===== src/shared/hms_pkg.sv =====
// package for the homing method sequencer: register map, codes, types
// Summary of operation
// (RQ1) controller writes signed method code before start
// (RQ2) direction select swaps base and paired directions
// (RQ3) count type: dog edge, add travel and shift
// (RQ4) dog cradle: first index after dog edge
// (RQ5) last index: reverse off dog, first index
// (RQ6) dog front end: edge plus travel plus shift
// (RQ7) dogless: ignore dog, first index found
// (RQ8) negative limit: reverse to limit, index after
// (RQ9) forward limit before index aborts with warning
// (RQ10) complete flag cleared at start, set clean
package hms_pkg;
  localparam logic [7:0] ADDR_CTRL    = 8'h00; // bit0 start (self clearing), bit1 direction select
  localparam logic [7:0] ADDR_METHOD  = 8'h04; // signed method code, low 8 bits
  localparam logic [7:0] ADDR_TRAVEL  = 8'h08; // travel distance after dog
  localparam logic [7:0] ADDR_SHIFT   = 8'h0c; // home position shift distance
  localparam logic [7:0] ADDR_STATUS  = 8'h10; // bit0 busy, bit1 complete, bit2 warning, bits7:4 state
  localparam logic [7:0] ADDR_HOME    = 8'h14; // latched home position
  localparam logic [7:0] ADDR_POS     = 8'h18; // live position
  localparam logic [7:0] ADDR_IRQ     = 8'h1c; // sticky events, write one to clear
  localparam logic [7:0] ADDR_MASK    = 8'h20; // interrupt mask
  localparam int         IRQ_W        = 2;     // bit0 done, bit1 warning
  localparam logic [7:0] M_CNT_FWD    = 8'hf9; // -7
  localparam logic [7:0] M_CNT_REV    = 8'hd9; // -39
  localparam logic [7:0] M_CRADLE_FWD = 8'hf8; // -8
  localparam logic [7:0] M_CRADLE_REV = 8'hd8; // -40
  localparam logic [7:0] M_LAST_FWD   = 8'hf7; // -9
  localparam logic [7:0] M_LAST_REV   = 8'hd7; // -41
  localparam logic [7:0] M_FRONT_FWD  = 8'hf6; // -10
  localparam logic [7:0] M_FRONT_REV  = 8'hd6; // -42
  localparam logic [7:0] M_DOGLESS_FWD = 8'hf5; // -11
  localparam logic [7:0] M_DOGLESS_REV = 8'hd5; // -43
  localparam logic [7:0] M_NEG_LIMIT  = 8'h01; // 1
  typedef enum logic [3:0] {
    HMS_IDLE    = 4'b0000,
    HMS_SEEK    = 4'b0001, // move toward dog / limit / index
    HMS_OFFSET  = 4'b0010, // travel the post-dog distance
    HMS_LEAVE   = 4'b0011, // reverse away from the stroke limit
    HMS_INDEX   = 4'b0100, // wait for first index pulse
    HMS_DONE    = 4'b0101,
    HMS_ABORT   = 4'b0110
  } hms_state_t;
  typedef struct packed {
    logic dog;
    logic index;
    logic fwd_limit;
    logic rev_limit;
  } hms_sense_t;
endpackage : hms_pkg


===== src/hdl/hms_sequencer.sv =====
// homing method sequencer with ahb-lite register slave
//
// Implementation choices: register access over AHB-Lite and the register offsets.
`timescale 1ns/1ps
module hms_sequencer #(
  parameter int POS_W = 32
) (
  input  wire logic              clock,
  input  wire logic              rst,
  input  wire logic              hsel,
  input  wire logic [7:0]        haddr,
  input  wire logic [1:0]        htrans,
  input  wire logic              hwrite,
  input  wire logic [2:0]        hsize,
  input  wire logic [31:0]       hwdata,
  input  wire logic              hready,
  output logic      [31:0]       hrdata,
  output logic                   hreadyout,
  output logic                   hresp,
  input  wire logic              dog_input,
  input  wire logic              index_pulse,
  input  wire logic              forward_stroke_limit_input,
  input  wire logic              reverse_stroke_limit_input,
  input  wire logic              pos_step,
  input  wire logic              homing_operating_mode,
  output logic                   move_fwd,
  output logic                   move_rev,
  output logic                   homing_complete,
  output logic                   homing_incomplete_warning,
  output logic                   irq
);
  // two-flop synchronisers for the sensor, mode and step pins
  hms_pkg::hms_sense_t sense_m_q, sense_q, sense_p_q;
  logic [1:0] mode_sync_q;
  logic       step_m_q, step_q;
  always_ff @(posedge clock or posedge rst) begin
    if (rst) begin
      sense_m_q   <= '0;
      sense_q     <= '0;
      sense_p_q   <= '0;
      mode_sync_q <= '0;
      step_m_q    <= 1'b0;
      step_q      <= 1'b0;
    end else begin
      sense_m_q   <= '{dog_input, index_pulse, forward_stroke_limit_input, reverse_stroke_limit_input};
      sense_q     <= sense_m_q;
      sense_p_q   <= sense_q;
      mode_sync_q <= {mode_sync_q[0], homing_operating_mode};
      step_m_q    <= pos_step;
      step_q      <= step_m_q;
    end
  end
  logic dog_rise, index_rise;
  assign dog_rise   = sense_q.dog & ~sense_p_q.dog;
  assign index_rise = sense_q.index & ~sense_p_q.index;

  // bus state
  logic             wr_pend_q, wr_pend_d;
  logic [7:0]       wr_addr_q, wr_addr_d;
  logic             start_q, start_d, dirsel_q, dirsel_d;
  logic [7:0]       method_q, method_d;
  logic [POS_W-1:0] travel_q, travel_d, shift_q, shift_d;
  localparam int IRQ_W_L = hms_pkg::IRQ_W;
  logic [IRQ_W_L-1:0] irq_st_q, irq_st_d, mask_q, mask_d;
  logic [31:0]      hrdata_d, hrdata_q_r;
  // sequencer state
  hms_pkg::hms_state_t st_q, st_d;
  logic             dir_q, dir_d;    // 1 forward
  logic [POS_W-1:0] pos_q, pos_d, home_q, home_d, remain_q, remain_d;
  logic             done_q, done_d, warn_q, warn_d;
  logic             ev_done, ev_warn;

  // method decode: base (forward) code of a pair; method 1 is not a base
  function automatic logic is_base(input logic [7:0] m);
    is_base = (m == hms_pkg::M_CNT_FWD) || (m == hms_pkg::M_CRADLE_FWD) || (m == hms_pkg::M_LAST_FWD) ||
              (m == hms_pkg::M_FRONT_FWD) || (m == hms_pkg::M_DOGLESS_FWD);
  endfunction : is_base
  function automatic logic is_meth(input logic [7:0] m, input logic [7:0] base, input logic [7:0] pair);
    is_meth = (m == base) || (m == pair);
  endfunction : is_meth

  // register slave next values
  always_comb begin
    wr_pend_d = 1'b0;
    wr_addr_d = wr_addr_q;
    start_d   = 1'b0;
    dirsel_d  = dirsel_q;
    method_d  = method_q;
    travel_d  = travel_q;
    shift_d   = shift_q;
    mask_d    = mask_q;
    irq_st_d  = irq_st_q;
    hrdata_d  = hrdata_q_r;
    if (wr_pend_q) begin
      case (wr_addr_q)
        hms_pkg::ADDR_CTRL: begin
          start_d  = hwdata[0];
          dirsel_d = hwdata[1];
        end
        hms_pkg::ADDR_METHOD: method_d = hwdata[7:0]; // RQ1
        hms_pkg::ADDR_TRAVEL: travel_d = hwdata[POS_W-1:0];
        hms_pkg::ADDR_SHIFT:  shift_d  = hwdata[POS_W-1:0];
        hms_pkg::ADDR_IRQ:    irq_st_d = irq_st_q & ~hwdata[IRQ_W_L-1:0];
        hms_pkg::ADDR_MASK:   mask_d   = hwdata[IRQ_W_L-1:0];
        default: ;
      endcase
    end
    irq_st_d = irq_st_d | {ev_warn, ev_done}; // set wins over clear
    if (hsel && hready && htrans[1]) begin
      wr_pend_d = hwrite;
      wr_addr_d = haddr;
      case (haddr)
        hms_pkg::ADDR_CTRL:   hrdata_d = {30'h0, dirsel_q, 1'b0};
        hms_pkg::ADDR_METHOD: hrdata_d = {24'h0, method_q};
        hms_pkg::ADDR_TRAVEL: hrdata_d = 32'(travel_q);
        hms_pkg::ADDR_SHIFT:  hrdata_d = 32'(shift_q);
        hms_pkg::ADDR_STATUS: hrdata_d = {24'h0, st_q, 1'b0, warn_q, done_q, (st_q != hms_pkg::HMS_IDLE)};
        hms_pkg::ADDR_HOME:   hrdata_d = 32'(home_q);
        hms_pkg::ADDR_POS:    hrdata_d = 32'(pos_q);
        hms_pkg::ADDR_IRQ:    hrdata_d = 32'(irq_st_q);
        hms_pkg::ADDR_MASK:   hrdata_d = 32'(mask_q);
        default:              hrdata_d = 32'h0; // unmapped reads zero
      endcase
    end
  end
  assign hrdata = hrdata_q_r;

  always_ff @(posedge clock or posedge rst) begin
    if (rst) begin
      wr_pend_q  <= 1'b0;
      wr_addr_q  <= 8'h00;
      start_q    <= 1'b0;
      dirsel_q   <= 1'b0;
      method_q   <= hms_pkg::M_NEG_LIMIT;
      travel_q   <= '0;
      shift_q    <= '0;
      mask_q     <= '0;
      irq_st_q   <= '0;
      hrdata_q_r <= 32'h0;
      irq        <= 1'b0;
    end else begin
      wr_pend_q  <= wr_pend_d;
      wr_addr_q  <= wr_addr_d;
      start_q    <= start_d;
      dirsel_q   <= dirsel_d;
      method_q   <= method_d;
      travel_q   <= travel_d;
      shift_q    <= shift_d;
      mask_q     <= mask_d;
      irq_st_q   <= irq_st_d;
      hrdata_q_r <= hrdata_d;
      irq        <= |(irq_st_d & mask_d);
    end
  end
  assign hreadyout = 1'b1; // zero wait states
  assign hresp     = 1'b0; // always okay

  // sequencer next state
  always_comb begin
    st_d     = st_q;
    dir_d    = dir_q;
    pos_d    = pos_q;
    home_d   = home_q;
    remain_d = remain_q;
    done_d   = done_q;
    warn_d   = warn_q;
    ev_done  = 1'b0;
    ev_warn  = 1'b0;
    if (step_q) begin
      pos_d = dir_q ? pos_q + POS_W'(1) : pos_q - POS_W'(1);
    end
    case (st_q)
      hms_pkg::HMS_IDLE: begin
        if (start_q && mode_sync_q[1]) begin
          done_d = 1'b0; // RQ10
          warn_d = 1'b0;
          st_d   = hms_pkg::HMS_SEEK;
          if (method_q == hms_pkg::M_NEG_LIMIT) begin
            dir_d = dirsel_q; // RQ8
          end else begin
            dir_d = is_base(method_q) ^ dirsel_q; // RQ2
          end
        end
      end
      hms_pkg::HMS_SEEK: begin
        if (method_q == hms_pkg::M_NEG_LIMIT) begin
          if (dirsel_q ? sense_q.fwd_limit : sense_q.rev_limit) begin
            dir_d = ~dir_q; // RQ8
            st_d  = hms_pkg::HMS_LEAVE;
          end
        end else if (is_meth(method_q, hms_pkg::M_DOGLESS_FWD, hms_pkg::M_DOGLESS_REV)) begin
          if (index_rise) begin
            home_d = pos_q + shift_q; // RQ7
            st_d   = hms_pkg::HMS_DONE;
          end
        end else if (dog_rise) begin
          if (is_meth(method_q, hms_pkg::M_CNT_FWD, hms_pkg::M_CNT_REV) ||
              is_meth(method_q, hms_pkg::M_FRONT_FWD, hms_pkg::M_FRONT_REV)) begin
            remain_d = travel_q; // RQ3 RQ6
            st_d     = hms_pkg::HMS_OFFSET;
          end else if (is_meth(method_q, hms_pkg::M_LAST_FWD, hms_pkg::M_LAST_REV)) begin
            dir_d = ~dir_q; // RQ5
            st_d  = hms_pkg::HMS_INDEX;
          end else if (is_meth(method_q, hms_pkg::M_CRADLE_FWD, hms_pkg::M_CRADLE_REV)) begin
            st_d = hms_pkg::HMS_INDEX; // RQ4
          end else begin
            st_d = hms_pkg::HMS_ABORT; // unsupported code
          end
        end
      end
      hms_pkg::HMS_OFFSET: begin
        if (remain_q == '0) begin
          home_d = pos_q + shift_q; // RQ3 RQ6
          st_d   = hms_pkg::HMS_DONE;
        end else if (step_q) begin
          remain_d = remain_q - POS_W'(1);
        end
      end
      hms_pkg::HMS_LEAVE: begin
        if (!(dirsel_q ? sense_q.fwd_limit : sense_q.rev_limit)) begin
          st_d = hms_pkg::HMS_INDEX; // RQ8 left the stroke end
        end
      end
      hms_pkg::HMS_INDEX: begin
        if (method_q == hms_pkg::M_NEG_LIMIT &&
            (dirsel_q ? sense_q.rev_limit : sense_q.fwd_limit)) begin
          st_d = hms_pkg::HMS_ABORT; // RQ9
        end else if (index_rise) begin
          home_d = pos_q + shift_q; // RQ4 RQ5 RQ8
          st_d   = hms_pkg::HMS_DONE;
        end
      end
      hms_pkg::HMS_DONE: begin
        done_d  = 1'b1; // RQ10
        ev_done = 1'b1;
        st_d    = hms_pkg::HMS_IDLE;
      end
      hms_pkg::HMS_ABORT: begin
        warn_d  = 1'b1; // RQ9
        ev_warn = 1'b1;
        st_d    = hms_pkg::HMS_IDLE;
      end
      default: st_d = hms_pkg::HMS_IDLE;
    endcase
  end

  always_ff @(posedge clock or posedge rst) begin
    if (rst) begin
      st_q     <= hms_pkg::HMS_IDLE;
      dir_q    <= 1'b1;
      pos_q    <= '0;
      home_q   <= '0;
      remain_q <= '0;
      done_q   <= 1'b0;
      warn_q   <= 1'b0;
      move_fwd <= 1'b0;
      move_rev <= 1'b0;
      homing_complete           <= 1'b0;
      homing_incomplete_warning <= 1'b0;
    end else begin
      st_q     <= st_d;
      dir_q    <= dir_d;
      pos_q    <= pos_d;
      home_q   <= home_d;
      remain_q <= remain_d;
      done_q   <= done_d;
      warn_q   <= warn_d;
      move_fwd <= (st_d inside {hms_pkg::HMS_SEEK, hms_pkg::HMS_OFFSET, hms_pkg::HMS_LEAVE, hms_pkg::HMS_INDEX}) & dir_d;
      move_rev <= (st_d inside {hms_pkg::HMS_SEEK, hms_pkg::HMS_OFFSET, hms_pkg::HMS_LEAVE, hms_pkg::HMS_INDEX}) & ~dir_d;
      homing_complete           <= done_d;
      homing_incomplete_warning <= warn_d;
    end
  end
endmodule : hms_sequencer


===== config.mk =====
export PLATFORM = sky130hd
export DESIGN_NAME = hms_sequencer
export DESIGN_NICKNAME = d
export VERILOG_FILES = /design/src/shared/hms_pkg.sv /design/src/hdl/hms_sequencer.sv
export SDC_FILE = /design/constraint.sdc
export NUM_CORES = 1
export LEC_CHECK = 0
export ABC_AREA = 1
export ABC_CLOCK_PERIOD_IN_PS = 14900
export BUFFER_PORTS_ARGS = -buffer_cell sky130_fd_sc_hd__buf_4
export CAP_MARGIN = 30
export CORE_MARGIN = 2
export CORE_UTILIZATION = 66
export DETAILED_ROUTE_END_ITERATION = 8
export GPL_TIMING_DRIVEN = 0
export PLACE_DENSITY_LB_ADDON = 0.3
export SLEW_MARGIN = 10
export SYNTH_ARGS = -nofsm -noshare
export SYNTH_HDL_FRONTEND = slang
export SYNTH_SLANG_ARGS = --single-unit

===== constraint.sdc =====
create_clock -name clock -period 14.9 [get_ports clock]
set_clock_uncertainty 0.05 [all_clocks]
set_input_delay 4.47 -clock clock [delete_from_list [all_inputs] [get_ports clock]]
set_output_delay 4.47 -clock clock [all_outputs]
set_load 0.05 [all_outputs]

# After elaboration in Yosys (flattened, before gate mapping)
# Cells that the tools add are included.
dict set report word_totals {
  elab_cells 178
  out_inout_bits 39
  regBits 239
  input_bits 56
}
dict set report op_classes {
  reduce_logical 33
  n_mux 51
  eq_ne 44
  n_addsub 4
  n_bitwise 13
}
# cell count
set op_table {}
lappend op_table {{$mux 32} 12}
lappend op_table {{$pmux 32 s9} 1}
lappend op_table {{$pmux 32 s3} 1}
lappend op_table {{$eq 8x8->1 const B} 10}
lappend op_table {{$pmux 32 s2} 1}
lappend op_table {{$sub 32x1->32 const B} 2}
lappend op_table {{$eq 8x5->1 const B} 5}
lappend op_table {{$mux 4} 9}
lappend op_table {{$add 32x1->32 const B} 1}
lappend op_table {{$add 32x32->32} 1}
lappend op_table {{$eq 8x4->1 const B} 4}
lappend op_table {{$logic_not 32->1} 1}
lappend op_table {{$ne 2x2->1 const B} 10}
lappend op_table {{$pmux 4 s5} 1}
lappend op_table {{$eq 4x2->1 const B} 4}
lappend op_table {{$eq 4x3->1 const B} 4}
lappend op_table {{$eq 8x3->1 const B} 2}
lappend op_table {{$eq 8x6->1 const B} 2}
lappend op_table {{$logic_not 8->1} 2}
lappend op_table {{$mux 1} 16}
lappend op_table {{$mux 2} 6}
lappend op_table {{$reduce_and 2->1} 6}
lappend op_table {{$logic_or 1x1->1} 10}
lappend op_table {{$eq 4x1->1 const B} 2}
lappend op_table {{17 further kinds} 32}

# Depth between registers and ports, before layout
dict set report logic_depth {
  word_depth 12
  depth_mapped 15
  ltp_nobuf 15
}

# Worst setup path before layout
# No wires, ideal clock.
dict set report synth_timing {
  path_type {input port to flip-flop}
  from {input haddr[7]}
  to {register hrdata_q_r[10] (netlist: hrdata[10])}
  slack_ns 9.189
  t_required_ns 14.717
  t_arrival_ns 5.528
  path_stages 8
  setup_ns 0.133
  path_buffers 1
  path_cell_list {nor2_1 -> nand2_1 -> nor2_1 -> nand2_1 -> clkinv_1 -> buf_2 -> a221oi_1 -> o21ai_0}
}
dict set report synth_via {
  elab_chain_cells 2
  word_cells_on_any_way 10
  classes_between {eq/ne (8); mux (1); reduce/logical (1)}
}
# element line_no
set synth_rtl {}
lappend synth_rtl {{from (decl)} hms_sequencer.sv:11} ;# input wire logic [7:0] haddr,
lappend synth_rtl {{$eq 8x6->1, or another cell as far along} hms_sequencer.sv:112} ;# case (haddr)
lappend synth_rtl {{$pmux 32 s9 *} hms_sequencer.sv:112}
lappend synth_rtl {{to (signal assigned)} hms_sequencer.sv:151} ;# hrdata_q_r <= hrdata_d;
lappend synth_rtl {{to (decl)} hms_sequencer.sv:65} ;# logic [31:0] hrdata_d, hrdata_q_r;
# Every way passes the cells marked *; elsewhere a longest branch is shown, timed or not.
# A chain may end at the register's enable or synchronous reset.

# Final worst setup path
dict set report layout_timing {
  from {input haddr[7]}
  to {register hrdata_q_r[19] (netlist: hrdata[19])}
}
# Same word-level chain as after synthesis.

==> flow_metrics.py <==
metrics = {
    "setup_path": {
        "end_kind": "flop",
        "rr_worst_depth": 11,
        "r2r_setup_slack_ns": 11.30,
        "cp_max_fo": 10,
        "startpoint_type": "primary input",
        "path_class": "in -> reg",
        "arrival_ns": 6.84,
        "crit_required_ns": 15.24,
    },
    "synth": {
        "yosysWarnings": 0,
        "synth_edf_count": 0,
        "synth_area_mm2": 0.01497,
        "synth_seq_cells": 239,
        "async_reset_ff_frac": 1.000,
        "postSynthAreaPerCell_um2": 7.140,
        "ys_seq_area_frac": 0.3996,
        "synth_ff_type": "dfrtp_1",
        "synthDistinctLibCells": 46,
        "synthCells": 2097,
    },
    "sta": {
        "fin_crit_ns": 6.497,
        "relSlewSlack": 0.4225,
        "fmax_mhz": 153.9,
        "hold_slack_ns": 0.2959,
        "tightest_slew_ns": 0.8662,
        "period_share": 0.4360,
        "setup_tns_ns": 0,
        "final-hold-violation-count": 0,
        "drv_slew": 0,
        "rsz0062_at_grt": "false",
        "setup_viol": 0,
    },
    "detailed_routing": {
        "dr.pass1.iters": 6,
        "drc": 0,
        "drt_iter0_drc": 1595,
        "wl_met2_um": 23660,
        "viasPerCell": 6.190,
        "wire_per_inst_um": 20.30,
        "num_vias": 15590,
        "wl_met1_um": 19380,
        "ant_nets": 0,
        "met3_length_um": 5276,
        "wl_um": 51140,
        "highest_layer": "met4",
    },
    "finish": {
        "antenna_cells": 0,
        "syn2layout_area_growth_pct": 12.73,
        "layout_common_cells": "nand2_1 (547), inv_1 (269), dfrtp_1 (237)",
        "fin_util": 0.7523,
        "fin_nets": 2336,
        "fillers": 1720,
        "drive_gt1_frac": 0.08326,
        "final_common_cell": "nand2_1",
    },
    "cts": {
        "cts_buffer_depth": 3,
        "post_cts_resized": 0,
        "cts_root_buf": "clkbuf_16",
        "htreeDepth": 1,
        "clock-sinks": 239,
        "clk_pin_slew_ns": 0.07,
        "cts_tree": "yes",
        "cts_hold_buf": 0,
        "cts_setup_buffers": 0,
        "numCtsBuffers": 26,
        "insertion_delay_ns": 0.55,
    },
    "run": {
        "maxCapViolations": 0,
    },
    "power_and_ir_drop": {
        "power.density_mw_per_mm2": 171.6,
        "p_leak_uw": 0.008672,
        "ir_drop_v": 0.0001461,
    },
    "die": {
        "start_util": 0.6674,
        "core.rowCount": 55,
        "die_w_um": 154.6,
        "die_h_um": 154.6,
        "dieArea_mm2": 0.02391,
        "core_mm2": 0.02243,
        "num_io_pins": 95,
    },
    "outcome": {
        "status": "completed",
    },
    "grt": {
        "grt_max_degree": 84,
        "overflow": 0,
        "antenna_found_initial": 0,
        "grt_pass1_wl_um": 80390,
        "grtUsageTotal": 0.4311,
        "grt_pass1_vias": 15350,
    },
    "place": {
        "io_buffers": 88,
        "gp_congestion": 0.9824,
        "dp_hpwl_um": 39460,
    },
    "hold_path": {
        "min_delay_path_depth": 0,
        "hp-class": "reg -> reg",
    },
}
synthesized netlist by cell type (6+ instances only):
master    instances  area share
o21bai_1          7      0.0035
a21boi_0          9      0.0045
o21a_1            6      0.0030
xnor2_1           6      0.0035
clkbuf_1         41       0.010
nor2_1          212       0.053
buf_4             8      0.0040
or2_2            13      0.0054
buf_2            10      0.0033
dfrtp_1         237        0.40
a21o_1            6      0.0030
o211ai_1          9      0.0045
o21ai_1          26      0.0087
xor2_1           19       0.011
o21ai_0         235       0.079
nand3b_1         10      0.0050
a31oi_1          11      0.0046
nor3_1           21      0.0070
nand3_1         122       0.041
nand2_1         547        0.14
a221oi_1         28       0.016
inv_1           271       0.068
a21oi_1          83       0.028
nand4_1          31       0.013
ha_1             62       0.052
o22ai_1          27       0.011
per-stage QoR:
step           cells  setup WS, ns  power (uW)  area [um2]
3_5_place_dp    2473         8.183        2220       16060
2_1_floorplan   2098         3.824        1838       14980
3_3_place_gp    2471         1.511        2178       15990
6_report        2519         8.403        2897       16880
5_1_grt         2519         8.483        3096       16880
4_1_cts         2519         8.645        2848       16880
worst max-delay path: stages:
cell and delay, ns:
buf_4 0.09, nor2_1 0.05, nand2_1 0.11, nor2_1 0.09
nand2_1 0.41, clkinv_1 0.55, buf_2 0.35, a221oi_1 0.49
o21ai_0 0.22
registers in the layout, summed over array words and instances, names as in the netlist, 2 cells and up:
name,flops
travel_q,32
shift_q,32
sense_m_q,4
mode_sync_q,2
irq_st_q,2
mask_q,2
pos_q,32
hrdata,32
remain_q,32
sense_q,4
st_q,4
method_q,8
wr_addr_q,8
home_q,32
sense_p_q,2
metal layers:
layer | global-route usage | up-vias
li1 | - | 7160
met1 | 0.5349 | 7262
met2 | 0.7136 | 963
met3 | 0.09414 | 207
met4 | 0.2205 | 0
met5 | 0 | -
kinds of logic (layout without fill, tap and decap cells):
logic type | Yosys count | after routing | share of synthesized area
AOI/OAI and AO/OA | 464 | 464 | 0.1757
xor gates and xnor gates | 25 | 25 | 0.01462
adders and majority gates | 64 | 64 | 0.05449
buffers and inverters | 337 | 473 | 0.08783
DFF | 239 | 239 | 0.3996
other | 2 | 3 | 0.0005016
and+or+nand+nor | 966 | 966 | 0.2673
final timing paths:
path | startpoint | end
worst max-delay path | haddr[7] | hrdata[19]
worst max register to register | dir_q | pos_q[30]
worst min-delay path | mode_sync_q[0] | mode_sync_q[1]
min in group asynchronous | rst | move_fwd
max in group asynchronous | rst | pos_q[21]
worst min register to register | mode_sync_q[0] | mode_sync_q[1]
layout make-up:
| class | instances | area (um2) | share of cell area |
|---|---|---|---|
| inverters | 277 | 1047 | 0.06205 |
| clock buffers | 35 | 734.5 | 0.04352 |
| repair buffers | 90 | 715.7 | 0.04240 |
| well taps | 285 | 356.6 | 0.02113 |
| flip-flops and latches | 239 | 5983 | 0.3545 |
| multi-input cells | 1522 | 7677 | 0.4549 |
| clock inverters | 11 | 87.58 | 0.005189 |
| plain buffers | 60 | 275.3 | 0.01631 |
report_power, final:
part | internal, uW | switching, uW | leakage, uW | total (uW)
Sequential | 734 | 111 | 0.00284 | 845
Clock | 348 | 280 | 0.000393 | 629
Combinational | 476 | 947 | 0.00544 | 1420
Note: power is estimated with default switching activity, not from simulation.
